File: config.mk
export PLATFORM = sky130hd
export DESIGN_NAME = rcc_top
export DESIGN_NICKNAME = d
export VERILOG_FILES = /design/src/include/rcc_pkg.sv /design/src/hw/rcc_top.sv /design/src/hw/rcc_clkdiv.sv
export SDC_FILE = /design/constraint.sdc
export NUM_CORES = 1
export LEC_CHECK = 0
export BUFFER_PORTS_ARGS = -buffer_cell sky130_fd_sc_hd__buf_2
export CORE_AREA = 2 2 87 89
export CTS_CLUSTER_SIZE = 30
export DETAILED_ROUTE_END_ITERATION = 10
export DIE_AREA = 0 0 89 91
export PLACE_DENSITY = 0.84
export SYNTH_ARGS = -nofsm -noshare
export SYNTH_HDL_FRONTEND = slang
export SYNTH_SLANG_ARGS = --single-unit
File: constraint.sdc
create_clock -name clock -period 5.75 [get_ports clock]
set_clock_uncertainty 0.1 [all_clocks]
set_input_delay 0.8625 -clock clock [delete_from_list [all_inputs] [get_ports clock]]
set_output_delay 0.8625 -clock clock [all_outputs]
set_load 0.03 [all_outputs]
File: src/include/rcc_pkg.sv
// Purpose: Constants and types for the reset cause and clock config block
// Assumes: APB slave, 32-bit data, byte addresses as printed
// Notes:   Contract
// Contract
// - External pin reset sets external bit and clears all other causes.
// - Other reset causes keep earlier cause bits; bits accumulate.
// - Power-good loss sets cause bit 5.
// - Software reset request sets cause bit 4.
// - Watchdog reset sets cause bit 3.
// - Brown-out reset sets cause bit 2.
// - Power-on reset sets cause bit 1.
// - External pin reset sets cause bit 0.
// - Auto gating bit 27 set: sleep and deep-sleep use their own gating.
// - Auto gating clear: run gating stays applied in sleep modes.
// - Run mode always uses run gating.
// - System divisor bits 26:23, reset 0xf, divides by value plus one.
// - PLL in use: divisor reads return the minimum if lower was written.
// - System divider enable at bit 22, reset 0, selects divided clock.
// - PLL source forces the system divider regardless of enable.
// - PWM divider enable at bit 20, reset 0, selects divided PWM clock.
// - Bypass bit 11, reset 1, selects oscillator; clear uses divided PLL.
// - PWM divisor bits 19:17, reset 0x7, power-of-two /2 to /64.
package rcc_pkg;
   localparam logic [11:0] RCC_OFF_CAUSE     = 12'h05c;
   localparam logic [11:0] RCC_OFF_CONFIG    = 12'h060;
   localparam int          RCC_CAUSE_W       = 6;
   localparam int          RCC_BIT_LDO       = 5;
   localparam int          RCC_BIT_SW        = 4;
   localparam int          RCC_BIT_WDT       = 3;
   localparam int          RCC_BIT_BOR       = 2;
   localparam int          RCC_BIT_POR       = 1;
   localparam int          RCC_BIT_EXT       = 0;
   localparam int          RCC_BIT_AUTOGATE  = 27;
   localparam int          RCC_DIVISOR_LSB   = 23;
   localparam int          RCC_BIT_USESYS    = 22;
   localparam int          RCC_BIT_USEPWM    = 20;
   localparam int          RCC_PWM_DIV_LSB   = 17;
   localparam int          RCC_BIT_BYPASS    = 11;
   localparam logic [3:0]  RCC_DIVISOR_RST   = 4'hf;
   localparam logic [3:0]  RCC_DIVISOR_MIN   = 4'h3;
   localparam logic [2:0]  RCC_PWM_DIV_RST   = 3'h7;
   localparam logic [2:0]  RCC_PWM_DIV_MAX   = 3'h5;
   localparam logic        RCC_BYPASS_RST    = 1'b1;
   localparam int          RCC_GATE_W        = 32;

   typedef enum logic [1:0] {RCC_RUN, RCC_SLEEP, RCC_DEEP} rcc_mode_e;

   typedef struct packed {
      logic power_good_lost;
      logic software;
      logic watchdog;
      logic brownout;
      logic power_on;
      logic external_pin;
   } rcc_cause_s;

   typedef struct packed {
      logic       auto_gating_select;
      logic [3:0] system_divisor;
      logic       system_divider_enable;
      logic       pwm_divider_enable;
      logic [2:0] pwm_divisor;
      logic       bypass;
   } rcc_config_s;
endpackage : rcc_pkg

File: src/hw/rcc_top.sv
// Purpose: Reset cause record and run-mode clock configuration
// Assumes: Reset sources held with sys_rst; APB slave, zero wait states
// Notes:   Cause register lives outside sys_rst so it survives resets
`timescale 1ns/10ps
module rcc_top
   import rcc_pkg::*;
#(
   parameter int GATE_W = RCC_GATE_W
) (
   // Clock, reset, enable
   input  wire logic                clock,
   input  wire logic                sys_rst,
   input  wire logic                clk_en,
   // Reset source pulses, each with the reset it causes
   input  wire rcc_pkg::rcc_cause_s reset_src,
   // APB
   input  wire logic                psel,
   input  wire logic                penable,
   input  wire logic                pwrite,
   input  wire logic [11:0]         paddr,
   input  wire logic [31:0]         pwdata,
   output logic [31:0]              prdata,
   output logic                     pready,
   output logic                     pslverr,
   // Power mode and gating registers
   input  wire rcc_pkg::rcc_mode_e  power_mode,
   input  wire logic [GATE_W-1:0]   run_gating_regs,
   input  wire logic [GATE_W-1:0]   sleep_gating_regs,
   input  wire logic [GATE_W-1:0]   deep_sleep_gating_regs,
   // Clock controls out
   output logic [GATE_W-1:0]        periph_clk_gate,
   output logic                     sys_clk_tick,
   output logic                     sys_use_divider,
   output logic                     sys_use_osc,
   output logic                     pwm_clk_tick
);
   import rcc_pkg::*;

   rcc_cause_s  cause_reg;
   rcc_config_s cfg_reg;
   logic [3:0]  divisor_read;
   logic        pll_in_use;
   logic        wr_cause;
   logic        wr_cfg;
   logic        access;
   logic        any_src;
   logic [6:0]  pwm_ratio;
   logic [4:0]  sys_ratio;

   function automatic logic [31:0] cause_word(input rcc_cause_s c);
      cause_word = {26'h0, c};
   endfunction : cause_word

   assign access   = psel && penable;
   assign wr_cause = access && pwrite && paddr == RCC_OFF_CAUSE;
   assign wr_cfg   = access && pwrite && paddr == RCC_OFF_CONFIG;
   assign any_src  = |reset_src;
   assign pready   = 1'b1;

   // Cause bits: not cleared by sys_rst so causes persist
   always_ff @(posedge clock)
   begin
      if (clk_en)
      begin
         if (reset_src.external_pin)
         begin
            cause_reg              <= '0;
            cause_reg.external_pin <= 1'b1;
         end
         else if (any_src)
         begin
            cause_reg <= cause_reg | reset_src;
         end
         else if (wr_cause)
            cause_reg <= rcc_cause_s'(pwdata[RCC_CAUSE_W-1:0]);
      end
   end

   // Configuration register
   always_ff @(posedge clock)
   begin
      if (sys_rst)
      begin
         cfg_reg.auto_gating_select    <= 1'b0;
         cfg_reg.system_divisor        <= RCC_DIVISOR_RST;
         cfg_reg.system_divider_enable <= 1'b0;
         cfg_reg.pwm_divider_enable    <= 1'b0;
         cfg_reg.pwm_divisor           <= RCC_PWM_DIV_RST;
         cfg_reg.bypass                <= RCC_BYPASS_RST;
      end
      else if (clk_en && wr_cfg)
      begin
         cfg_reg.auto_gating_select    <= pwdata[RCC_BIT_AUTOGATE];
         cfg_reg.system_divisor        <= pwdata[RCC_DIVISOR_LSB +: 4];
         cfg_reg.system_divider_enable <= pwdata[RCC_BIT_USESYS];
         cfg_reg.pwm_divider_enable    <= pwdata[RCC_BIT_USEPWM];
         cfg_reg.pwm_divisor           <= pwdata[RCC_PWM_DIV_LSB +: 3];
         cfg_reg.bypass                <= pwdata[RCC_BIT_BYPASS];
      end
   end

   assign pll_in_use = !cfg_reg.bypass;

   // Clamp divisor while on PLL
   always_comb
   begin
      if (pll_in_use && cfg_reg.system_divisor < RCC_DIVISOR_MIN)
         divisor_read = RCC_DIVISOR_MIN;
      else
         divisor_read = cfg_reg.system_divisor;
   end

   // Read data register
   always_ff @(posedge clock)
   begin
      if (sys_rst)
         prdata <= 32'h0;
      else if (clk_en && psel && !penable && !pwrite)
      begin
         if (paddr == RCC_OFF_CAUSE)
            prdata <= cause_word(cause_reg);
         else if (paddr == RCC_OFF_CONFIG)
         begin
            prdata                          <= 32'h0;
            prdata[RCC_BIT_AUTOGATE]        <= cfg_reg.auto_gating_select;
            prdata[RCC_DIVISOR_LSB +: 4]    <= divisor_read;
            prdata[RCC_BIT_USESYS]          <= cfg_reg.system_divider_enable;
            prdata[RCC_BIT_USEPWM]          <= cfg_reg.pwm_divider_enable;
            prdata[RCC_PWM_DIV_LSB +: 3]    <= cfg_reg.pwm_divisor;
            prdata[RCC_BIT_BYPASS]          <= cfg_reg.bypass;
         end
         else
            prdata <= 32'h0;
      end
   end

   assign pslverr = access && paddr != RCC_OFF_CAUSE
                    && paddr != RCC_OFF_CONFIG;

   // Peripheral gating selection
   always_comb
   begin
      periph_clk_gate = run_gating_regs;
      if (cfg_reg.auto_gating_select)
      begin
         unique case (power_mode)
            RCC_RUN:   periph_clk_gate = run_gating_regs;
            RCC_SLEEP: periph_clk_gate = sleep_gating_regs;
            RCC_DEEP:  periph_clk_gate = deep_sleep_gating_regs;
            default:   periph_clk_gate = run_gating_regs;
         endcase
      end
   end

   // Divider forced on PLL source
   assign sys_use_osc     = cfg_reg.bypass;
   assign sys_use_divider = cfg_reg.system_divider_enable
                            || pll_in_use;
   assign sys_ratio       = {1'b0, divisor_read} + 5'h1;

   // PWM ratio 2 << code, saturating at /64
   always_comb
   begin
      if (cfg_reg.pwm_divisor > RCC_PWM_DIV_MAX)
         pwm_ratio = 7'h40;
      else
         pwm_ratio = 7'(7'h2 << cfg_reg.pwm_divisor);
   end

   logic sys_tick_raw;
   logic pwm_tick_raw;

   rcc_clkdiv #(.W(5)) u_sys_div (
      .clock   (clock),
      .sys_rst (sys_rst),
      .clk_en  (clk_en),
      .div     (sys_ratio),
      .tick    (sys_tick_raw)
   );

   rcc_clkdiv #(.W(7)) u_pwm_div (
      .clock   (clock),
      .sys_rst (sys_rst),
      .clk_en  (clk_en && sys_clk_tick),
      .div     (pwm_ratio),
      .tick    (pwm_tick_raw)
   );

   assign sys_clk_tick = sys_use_divider ? sys_tick_raw : clk_en;
   assign pwm_clk_tick = cfg_reg.pwm_divider_enable ? pwm_tick_raw
                         : sys_clk_tick;
endmodule : rcc_top

File: src/hw/rcc_clkdiv.sv
// Purpose: Counter divider producing a one-cycle tick every div cycles
// Assumes: div of one or more; zero treated as one
// Notes:   Tick rises in phase with the source clock
`timescale 1ns/10ps
module rcc_clkdiv #(
   parameter int W = 7
) (
   // Clock and control
   input  wire logic         clock,
   input  wire logic         sys_rst,
   input  wire logic         clk_en,
   // Divide ratio
   input  wire logic [W-1:0] div,
   // Tick out
   output logic              tick
);
   logic [W-1:0] count_reg;

   always_ff @(posedge clock)
   begin
      if (sys_rst)
         count_reg <= '0;
      else if (clk_en)
      begin
         if (count_reg + W'(1) >= div)
            count_reg <= '0;
         else
            count_reg <= count_reg + W'(1);
      end
   end

   assign tick = clk_en && (count_reg + W'(1) >= div);
endmodule : rcc_clkdiv

==> reports/summary.txt, run 1 <==
==================================================================================
Run status .......................................................... finished clean
Worst setup slack for register-to-register paths ....................      2.47 ns
Via count of the first global-routing pass ..........................        3,207
Peak supply drop ....................................................    0.1691 mV
DRC .................................................................            0
Final non-filler cell area ..........................................   4053 sq um
Required time reported for the critical path endpoint ...............      4.79 ns
Clk sink count ......................................................           46
Fraction of synthesis flops using an asynchronous set or reset pin ..           0%
Post-DRT Antenna Nets ...............................................            0
Internal power consumption ..........................................    0.4817 mW
GPL Wtd Cong ........................................................       0.8463
Maximum fanout count along the critical path ........................            9
Worst-case headroom to the max-slew limit ...........................       23.88%
Total wire length after detailed routing ............................ 10,270 microns
Post-layout worst setup margin ......................................     1.438 ns
Buffers inserted during post-CTS setup optimization .................            0
Drt pass-1 iters ....................................................            4
Maximum cell stage delay along the critical path ....................      0.76 ns
Flip-flop count of the largest register, all copies and words added .           17
Initial core utilization ............................................       42.88%
Data arrival at the endpoint of the critical path ...................      3.35 ns
Final setup vio count ...............................................            0
Commonest cells in the netlist ...................................... nand2_1 (50), nor2_1 (50), a22oi_1 (47), dfxtp_1 (40), o21ai_0 (38)
Clock network latency to the later pin of the worst-skew pair .......      0.31 ns
Setup crit start kind ...............................................     register
Sequential share of power ...........................................        47.5%
Die width ...........................................................   89 microns
Yosys warning total .................................................            0
DR top layer ........................................................         met4
Post-layout minimum cycle time ......................................     4.312 ns
Capture point of the worst reg-to-reg path .......................... u_pwm_div.count_reg[3]
Wl on met1 .......................................................... 3853 microns
Std-Cell Core Area ..................................................   7137 sq um
Min-Delay Path Class ................................................      reg2reg
Via count normalized by instance count ..............................        5.371
Cell taking the most area after synthesis ...........................      dfxtp_1
Power density of the placed cells ................................... 173.6 nW/um^2
Die Outline Area ....................................................   8099 sq um
Aggregate negative setup slack ......................................         0 ns
Pin slew with the least headroom to its limit .......................     1.142 ns
Top-level I/O count .................................................          224
Nets@finish .........................................................          738
Worst-path cell chain ............................................... or3_1 -> a21oi_1 -> o21ai_0 -> ha_1 -> a211oi_1 -> nor2_1 -> o41ai_2 -> inv_2 -> buf_2
Fraction of final layout cells sized beyond drive strength 1 ........       36.43%
Mapped Area .........................................................   3060 sq um
Cell depth of the worst hold path ...................................            2
Comb power frac .....................................................        22.9%
Switching power of the nets .........................................    0.2217 mW
Wire length on met3 .................................................  914 microns
Clock root cell .....................................................     clkbuf_8
Setup Slack @ Placement .............................................     1.823 ns
Global-route wire length before repair .............................. 15,240 microns
Commonest register cell after synthesis .............................      dfxtp_1
Fill cell instance count of the final layout ........................          708
Clock share of power ................................................        29.6%
Maximum root-to-sink buffer count ...................................            2
Post-place instance area ............................................   3956 sq um
Flop and latch count out of synthesis ...............................           46
Wire length per cell ................................................ 15.28 microns
Final worst-path cycle share ........................................       75.00%
Leakage power .......................................................     2.033 nW
Clock-pin slew on the worst setup and hold paths ....................      0.09 ns
Num rows ............................................................           31
Initial DRC count ...................................................          225
Number of enable-type register cells in the synthesized netlist .....            6
H-Tree Depth ........................................................            2
Initial antenna violation count .....................................            2
Standard cell with the maximum stage delay on the critical path .....      o41ai_2
Post-synthesis sequential area ratio ................................       32.05%
Portion of synthesized cell area occupied by the leading cell type ..       26.17%
Vias after detailed routing .........................................        3,609
Vertical die dimension ..............................................   91 microns
Placed wire-length estimate ......................................... 8212 microns
Category of the worst setup path capture point ......................   output pin
Tot GR Track Use ....................................................       23.78%
Synth unique cells ..................................................           44
Number of cells on the worst reg-to-reg path ........................           10
Number of instances in the synthesized netlist ......................          397
Worst setup path category ...........................................      reg2out
Slew Limit Fails ....................................................            0
Remaining global-route overflow .....................................            0
Pin count of the biggest net entering global routing ................           65
Hold Crit Start .....................................................   prdata[23]
Detail Route met2 WL ................................................ 5293 microns
Setup repair after global routing missed its margin .................           no
Final Power .........................................................    0.7034 mW
CTS tree ............................................................        built
Fraction of the core area covered by cells at the end of the flow ...       56.78%
Worst Hold End ......................................................   prdata[23]
Post-CTS Hold Buffers ...............................................            0
Buffers added on ports ..............................................          192
Peak clock frequency supported by timing ............................    231.9 MHz
Growth of design area from synthesis to finish ......................       32.42%
CTS buffer count ....................................................            5
# Max-Cap Violations ................................................            0
Top post-synthesis cells by area .................................... dfxtp_1 (26%), a22oi_1 (12%), o21ai_0 (6.2%)
Post-cts resize count ...............................................            0
Start of the worst register-to-register path ........................   cfg_reg[9]
Mean area per synthesized cell ......................................  7.709 sq um
Hold violation total from the final report ..........................            0
Switching power as a share of total power ...........................       31.52%
==================================================================================
==> power by group through the flow <==
stage	Combinational, mW	Sequential (mW)	Clock, mW
2_1_floorplan	0.0975	0.340	0
3_3_place_gp	0.157	0.341	0
3_5_place_dp	0.160	0.342	0
4_1_cts	0.160	0.334	0.210
5_1_grt	0.176	0.335	0.224
6_report	0.161	0.334	0.208
==> critical path, delay by kind of cell (launching register included) <==
family	cells	cell delay, ns
flip-flops	1	0.37
buffers and inverters	2	0.44
adder cells (fa/ha/maj)	1	0.31
AO/OA/AOI/OAI	4	1.42
AND/OR/NAND/NOR	2	0.51
==> cells by family after synthesis <==
logic type      Yosys count  share of synthesized area [%]
compound gates          127                          27.80
xor+xnor                 10                          2.862
fa+ha+maj                14                          5.724
buf+inv                  56                          10.06
flops                    46                          32.05
mux                       4                          1.308
other cells               2                         0.2454
simple gates            138                          19.95
==> worst max path at each step <==
stage | startpoint | end | cells after the start
after global placement | cfg_reg[9] | sys_clk_tick | 9
after CTS | cfg_reg[9] | sys_clk_tick | 9
final | cfg_reg[9] | sys_clk_tick | 9
after detailed placement | sys_use_osc | sys_clk_tick | 9
after floorplan | sys_use_osc | pwm_clk_tick | 8
after global routing | sys_use_osc | sys_clk_tick | 9
==> placed cells by master, fill, tap and decap left out, drive strengths merged, types with 2 or more instances in the layout <==
cell type | netlist | routed
a211o | 9 | 9
a211oi | 6 | 6
a21o | 3 | 3
a21oi | 13 | 13
a22oi | 47 | 47
a31oi | 3 | 3
a32oi | 3 | 3
buf | 22 | 193
clkbuf | 18 | 5
conb | 2 | 16
dfxtp | 40 | 40
diode | 0 | 2
edfxtp | 6 | 6
ha | 14 | 14
inv | 15 | 17
mux2i | 4 | 4
nand2 | 50 | 50
nand2b | 2 | 2
nand3 | 15 | 15
nand3b | 2 | 2
nand4 | 3 | 3
nand4b | 2 | 2
nor2 | 50 | 50
nor2b | 2 | 2
nor3 | 3 | 3
nor4 | 2 | 2
o21ai | 38 | 38
or3 | 3 | 3
xnor2 | 4 | 4
xor2 | 6 | 6
==> layer usage <==
| metal | GRT usage (%) | up-vias |
|---|---|---|
| li1 | - | 1743 |
| met1 | 26.73 | 1691 |
| met2 | 42.48 | 162 |
| met3 | 5.455 | 13 |
| met4 | 9.204 | 0 |
| met5 | 0 | - |
==> per-stage QoR <==
step                cells  hold slack, ns
global route          672          0.3929
finish                672          0.3634
floorplan             411          0.3436
detailed placement    662          0.3536
CTS                   670          0.3698
global placement      662          0.3390
==> cell type report <==
cell class	instances	area [sq um]	area share [%]
multi-input combinational	309	1827	45.08
sequential	46	980.9	24.20
timing repair buffer	193	968.4	23.90
tap	99	123.9	3.057
clock buffer	5	68.82	1.698
inverter	15	56.30	1.389
clock inverter	3	22.52	0.5557
antenna	2	5.005	0.1235
Note: power is estimated with default switching activity, not from simulation.
==> run 2, diff against run 1 <==
Settings changed: ABC_AREA set to 1, CORE_AREA 2 2 87 89 to unset, CORE_UTILIZATION set to 42, DIE_AREA 0 0 89 91 to unset, PLACE_DENSITY 0.84 to 0.81.
Clock period 5.75 ns to 4.3 ns, I/O delays scaled along.
==> run 2 against run 1 <==
Compared with the run above: sequential power grew 37%; global-route usage grew 2.8 points; highest routed layer is now met5; first-iteration DRC count shrank 31%; register-to-register slack lost 0.72 ns.
==> reports/summary.txt, run 2 <==
==================================================================================
Post-synthesis sequential area ratio ................................       30.17%   -1.9 points
Maximum cell stage delay along the critical path ....................      0.38 ns   -0.38 ns
Initial core utilization ............................................       44.13%   +1.2 points
Setup repair after global routing missed its margin .................           no
Initial DRC count ...................................................          155   -31%
Post-CTS Hold Buffers ...............................................            0   unchanged
DRC .................................................................            0   unchanged
Required time reported for the critical path endpoint ...............      3.56 ns   -1.23 ns
Standard cell with the maximum stage delay on the critical path .....      dfxtp_1
Min-Delay Path Class ................................................      reg2reg
Pin count of the biggest net entering global routing ................           49   -25%
Aggregate negative setup slack ......................................         0 ns   unchanged
Number of cells on the worst reg-to-reg path ........................           16   +6
Data arrival at the endpoint of the critical path ...................      2.68 ns   -0.67 ns
Run status .......................................................... finished clean
Setup Slack @ Placement .............................................     1.078 ns   -0.7448 ns
Commonest register cell after synthesis .............................      dfxtp_1
Top-count cell post-synth ...........................................      nand2_1
Clock network latency to the later pin of the worst-skew pair .......      0.31 ns   about the same
Category of the worst setup path capture point ......................   output pin
Clk sink count ......................................................           46   unchanged
Worst-case headroom to the max-slew limit ...........................       44.37%   +20 points
Post-cts resize count ...............................................            0   unchanged
Power density of the placed cells ................................... 228.1 nW/um^2   +31%
Clock-pin slew on the worst setup and hold paths ....................      0.08 ns   about the same
Post-layout worst setup margin ......................................    0.8704 ns   -0.5673 ns
H-Tree Depth ........................................................            2   unchanged
Fraction of final layout cells sized beyond drive strength 1 ........       34.00%   -2.4 points
Via count of the first global-routing pass ..........................        3,545   +11%
Setup crit start kind ...............................................     register
CTS buffer count ....................................................            5   unchanged
Most frequent cells in the layout ................................... buf_2 (192), nand2_1 (84), inv_1 (63)
Pin slew with the least headroom to its limit .......................    0.8345 ns   -0.3073 ns
Slew Limit Fails ....................................................            0   unchanged
Fraction of synthesis flops using an asynchronous set or reset pin ..           0%   unchanged
Peak supply drop ....................................................    0.2067 mV   +22%
Hold violation total from the final report ..........................            0   unchanged
Top post-synthesis cells by area .................................... dfxtp_1 (25%), nand2_1 (9.7%), a21oi_1 (9.2%)
Total wire length after detailed routing ............................ 10,820 microns   +5.4%
Post-layout minimum cycle time ......................................     3.430 ns
Cell taking the most area after synthesis ...........................      dfxtp_1
Worst setup path category ...........................................      reg2out
Vertical die dimension .............................................. 89.99 microns   -1.1%
Peak clock frequency supported by timing ............................    291.6 MHz
Synth unique cells ..................................................           36   -18%
Mapped Area .........................................................   3252 sq um   +6.3%
Drt pass-1 iters ....................................................            4   unchanged
Final worst-path cycle share ........................................       79.76%
Worst-path cell chain ............................................... ha_1 -> nand3_1 -> nand3b_1 -> xor2_1 -> inv_1 -> ha_1 -> nand2_1 -> nor2_1 -> nand2_1 -> inv_1 -> nor2_1 -> buf_4 -> a21oi_1 -> buf_2
Most common cell after layout, fill and taps aside ..................        buf_2
Growth of design area from synthesis to finish ......................       31.97%
Via count normalized by instance count ..............................        5.137   -4.3%
Worst setup slack for register-to-register paths ....................      1.75 ns   -0.72 ns
Yosys warning total .................................................            0   unchanged
Number of instances in the synthesized netlist ......................          471   +19%
# Max-Cap Violations ................................................            0   unchanged
Tot GR Track Use ....................................................       26.63%   +2.8 points
Num rows ............................................................           31   unchanged
Die width ........................................................... 89.99 microns   +1.1%
Global-route wire length before repair .............................. 17,420 microns   +14%
Clock root cell .....................................................     clkbuf_8
Fill cell instance count of the final layout ........................          718   +1.4%
Cell depth of the worst hold path ...................................            2   unchanged
Portion of synthesized cell area occupied by the leading cell type ..       24.62%   -1.5 points
Maximum fanout count along the critical path ........................            7   -2
Buffers inserted during post-CTS setup optimization .................            0   unchanged
Flop and latch count out of synthesis ...............................           46   unchanged
Initial antenna violation count .....................................            5   +3
GPL Wtd Cong ........................................................       0.8752   +3.4%
Buffers added on ports ..............................................          192   unchanged
Flip-flop count of the largest register, all copies and words added .           17   unchanged
Maximum root-to-sink buffer count ...................................            2   unchanged
Leakage power .......................................................     2.313 nW   +14%
Commonest cells in the netlist ...................................... nand2_1 (84), inv_1 (63), a21oi_1 (60), dfxtp_1 (40), nand3_1 (40)
Mean area per synthesized cell ......................................  6.904 sq um   -10%
Remaining global-route overflow .....................................            0   unchanged
Placed wire-length estimate ......................................... 8758 microns   +6.6%
Die Outline Area ....................................................   8098 sq um   about the same
Std-Cell Core Area ..................................................   7370 sq um   +3.3%
Final setup vio count ...............................................            0   unchanged
Wire length per cell ................................................ 14.39 microns   -5.8%
Number of enable-type register cells in the synthesized netlist .....            6   unchanged
Post-DRT Antenna Nets ...............................................            0   unchanged
CTS tree ............................................................        built
Vias after detailed routing .........................................        3,863   +7.0%
Nets@finish .........................................................          817   +11%
Top-level I/O count .................................................          224   unchanged
==================================================================================
## run 2: cell types whose count changed after synthesis, moves of 15 or more
| cell | previous run | this run |
|---|---|---|
| a21oi_1 | 13 | 60 |
| a221oi_1 | 0 | 32 |
| a22oi_1 | 47 | 0 |
| inv_1 | 14 | 63 |
| nand2_1 | 50 | 84 |
| nand3_1 | 15 | 40 |
| nor2_1 | 50 | 35 |
| o21ai_0 | 38 | 11 |
## run 2: area by class of cell
cell class                      count  area, sq um  area share [%]
Antenna cell                        3        7.507          0.1749
Clock buffer                        7        76.32           1.778
Clock inverter                      1        7.507          0.1749
Inverter                           66        247.7           5.773
Multi-Input combinational cell    333         1849           43.09
Sequential cell                    46        980.9           22.86
Tap cell                           99        123.9           2.886
Timing Repair Buffer              197        998.5           23.27
## run 2: worst max-delay path, delay by kind of cell (launching register included)
kind	cells	cell delay, ns
buffers and inverters	4	0.49
XOR/XNOR	1	0.24
adder cells (fa/ha/maj)	2	0.51
flip-flops	1	0.38
AO/OA/AOI/OAI	1	0.14
AND/OR/NAND/NOR	6	0.62
## run 2: metrics by stage
step	area [sq um]	hold slack, ns	total power [mW]	utilization, %	cells
2_1_floorplan	3304	0.3478	0.6198	-	485
3_3_place_gp	4200	0.3528	0.7093	56.99	741
3_5_place_dp	4200	0.3525	0.7167	56.99	741
4_1_cts	4284	0.3651	0.9808	58.13	749
5_1_grt	4292	0.3940	1.030	58.23	752
6_report	4292	0.3651	0.9789	58.23	752
## run 2: worst paths after layout
kind,end,start
max,pwm_clk_tick,u_pwm_div.count_reg[0]
max reg2reg,u_pwm_div.count_reg[2],u_pwm_div.count_reg[0]
min reg2reg,prdata[22],prdata[22]
min,prdata[22],prdata[22]
## run 2: layer usage
metal  global-route usage, %  vias to the layer above  share of wire (%)
li1                        -                     1913                  -
met1                   32.86                     1772                 42
met2                   44.81                      154                 48
met3                   7.868                       20                7.8
met4                   7.930                        4                1.5
met5                       0                        -               0.24
## run 2: logic make-up (layout without fill, tap and decap cells)
family	Yosys count	after routing	share of synthesized area [%]
buffers and inverters	106	271	14.58
DFF	46	46	30.17
other	2	19	0.2309
AOI/OAI and AO/OA	115	115	22.16
and+or+nand+nor	179	179	25.05
xor gates and xnor gates	9	9	2.424
adders and majority gates	14	14	5.387
## run 2: where the power goes
part           leakage (nW)  switching (mW)  internal [mW]
registers             0.383         0.00986          0.448
clock network        0.0385           0.154          0.115
logic                  1.89           0.157         0.0946
==> run 3, diff against run 2 <==
Settings changed: ABC_AREA 1 to 0, CORE_UTILIZATION 42 to 41.
Clock period 4.3 ns to 3.4 ns, I/O delays scaled along.
==> run 3 against run 2 <==
Compared with the run above: the flow now finishes with violations (setup timing); critical path depth shrank 5; combinational power grew 15%; cell area shrank 0.93%; clock power grew 55%; via count shrank 6.2%; critical endpoint unchanged; largest power group unchanged.
==> reports/summary.txt, run 3 (synthesis gave the netlist of run 1 again) <==
==================================================================================
Run status .......................................................... finished with violations
Violated checks ..................................................... setup timing
Pin slew with the least headroom to its limit .......................    0.9616 ns   +0.1271 ns
Clock-pin slew on the worst setup and hold paths ....................      0.09 ns   about the same
Total wire length after detailed routing ............................ 10,670 microns   -1.4%
# Max-Cap Violations ................................................            0   unchanged
Peak clock frequency supported by timing ............................    293.7 MHz
Clock root cell .....................................................     clkbuf_8
Most common cell after layout, fill and taps aside ..................        buf_2
Vertical die dimension .............................................. 88.40 microns   -1.8%
Post-layout worst setup margin ...................................... -0.005100 ns   -0.8755 ns
Vias after detailed routing .........................................        3,623   -6.2%
Hold violation total from the final report ..........................            0   unchanged
CTS tree ............................................................        built
Drt pass-1 iters ....................................................            4   unchanged
N_diodes ............................................................            0   -3
Data arrival at the endpoint of the critical path ...................      2.80 ns   +0.12 ns
Worst setup path category ...........................................      reg2out
Number of cells on the worst reg-to-reg path ........................           11   -5
H-Tree Depth ........................................................            2   unchanged
Worst Setup SP ......................................................   cfg_reg[6]
Initial DRC count ...................................................          323   +110%
Wire length per cell ................................................ 15.54 microns   +7.9%
Worst-case headroom to the max-slew limit ...........................       35.35%   -9.0 points
Met1 Track Usage GR .................................................       29.32%   -3.5 points
Peak supply drop ....................................................    0.2507 mV   +21%
Power density of the placed cells ................................... 299.1 nW/um^2   +31%
Die width ........................................................... 88.40 microns   -1.8%
Maximum fanout count along the critical path ........................            8   +1
Remaining global-route overflow .....................................            0   unchanged
Die Outline Area ....................................................   7814 sq um   -3.5%
Met2 Usage GRT ......................................................       45.59%   +0.79 points
Initial antenna violation count .....................................            0   -5
DRC .................................................................            0   unchanged
Pin count of the biggest net entering global routing ................           41   -16%
Post-layout minimum cycle time ......................................     3.405 ns
CTS buffer count ....................................................            5   unchanged
Setup Slack @ Placement .............................................    0.1464 ns   -0.9313 ns
Category of the worst setup path capture point ......................   output pin
Flip-flop count of the largest register, all copies and words added .           17   unchanged
Hold Crit Start .....................................................   pwdata[20]
Required time reported for the critical path endpoint ...............      2.79 ns   -0.77 ns
Global-route wire length before repair .............................. 15,100 microns   -13%
Most frequent cells in the layout ................................... buf_2 (191), nor2_1 (50), nand2_1 (50)
Nets@finish .........................................................          755   -7.6%
Fraction of the core area covered by cells at the end of the flow ...       58.93%   +0.70 points
Fill cell instance count of the final layout ........................          654   -8.9%
Leakage power .......................................................     2.133 nW   -7.8%
Via count of the first global-routing pass ..........................        3,165   -11%
Top-level I/O count .................................................          224   unchanged
Post-DRT Antenna Nets ...............................................            0   unchanged
Num rows ............................................................           31   unchanged
GPL Wtd Cong ........................................................       0.8171   -6.6%
Clock network latency to the later pin of the worst-skew pair .......      0.31 ns   about the same
Growth of design area from synthesis to finish ......................       38.92%
Final setup vio count ...............................................            1   +1
Buffers added on ports ..............................................          192   unchanged
Most used routing layer in global routing ...........................         met2
Tot GR Track Use ....................................................       25.30%   -1.3 points
Setup crit start kind ...............................................     register
Via count normalized by instance count ..............................        5.274   +2.7%
Met3 layer usage reported by global route ...........................       6.250%   -1.6 points
Min-Delay Path Class ................................................       in2reg
Start of the worst register-to-register path ........................   cfg_reg[6]
Placed wire-length estimate ......................................... 8222 microns   -6.1%
Std-Cell Core Area ..................................................   7214 sq um   -2.1%
Initial core utilization ............................................       42.42%   -1.7 points
Slew Limit Fails ....................................................            0   unchanged
Clk sink count ......................................................           46   unchanged
Final worst-path cycle share ........................................       100.1%
Fraction of final layout cells sized beyond drive strength 1 ........       39.46%   +5.5 points
Post-CTS Hold Buffers ...............................................            0   unchanged
Maximum root-to-sink buffer count ...................................            2   unchanged
Cell depth of the worst hold path ...................................            3   +1
==================================================================================
[run 3: path summary, 6_finish.rpt]
kind                            slack (ns)                      to
worst max-delay path                -0.005            pwm_clk_tick
worst min-delay path                  0.35              cfg_reg[4]
worst max register to register        0.49  u_pwm_div.count_reg[2]
worst min register to register        0.36              prdata[24]
[run 3: area by class of cell]
class	count	area (sq um)	area share, %
Clock inverter	3	43.79	1.030
Tap cell	99	123.9	2.913
Inverter	15	56.30	1.324
Clock buffer	5	68.82	1.619
Sequential cell	46	988.4	23.25
Multi-Input combinational cell	309	1872	44.03
Timing Repair Buffer	210	1099	25.84
[run 3: worst max-delay path: stages, from the launching register on]
cell and delay (ns):
dfxtp_1 0.54, nand3_1 0.19, xor2_1 0.18, ha_1 0.31, o21ai_0 0.34, nor2_1 0.15
o41ai_2 0.38, buf_4 0.19, a21oi_1 0.04, buf_4 0.17
[run 3: metrics by stage]
stage / TNS (ns) / power [mW] / std cells / cell area, sq um / hold WS, ns
after floorplan: 0 / 0.7407 / 411 / 3113 / 0.3436
after global placement: 0 / 0.8447 / 670 / 4016 / 0.3388
after detailed placement: 0 / 0.8545 / 670 / 4016 / 0.3436
after CTS: 0 / 1.267 / 679 / 4145 / 0.3434
after global routing: -0.3298 / 1.329 / 687 / 4252 / 0.3689
final: -0.005100 / 1.272 / 687 / 4252 / 0.3516
[run 3: timing repair]
item | 4_1_cts | 5_1_grt
gates resized for setup | 2 | 12
endpoints found under the setup margin | 2 | 2
pin swaps | 0 | 6
buffers inserted | 1 | 8
[run 3: metal layers]
layer	vias up	wire length, microns
met5	-	0
met4	0	181
met3	19	958
met2	184	5320
met1	1646	4212
li1	1774	-
[run 3: where the power goes]
| part | internal (mW) | leakage, nW | total (mW) | switching (mW) |
|---|---|---|---|---|
| Combinational | 0.120 | 1.69 | 0.291 | 0.171 |
| Clock | 0.220 | 0.0585 | 0.417 | 0.197 |
| Sequential | 0.557 | 0.381 | 0.564 | 0.00662 |
| Total | 0.897 | 2.13 | 1.27 | 0.374 |
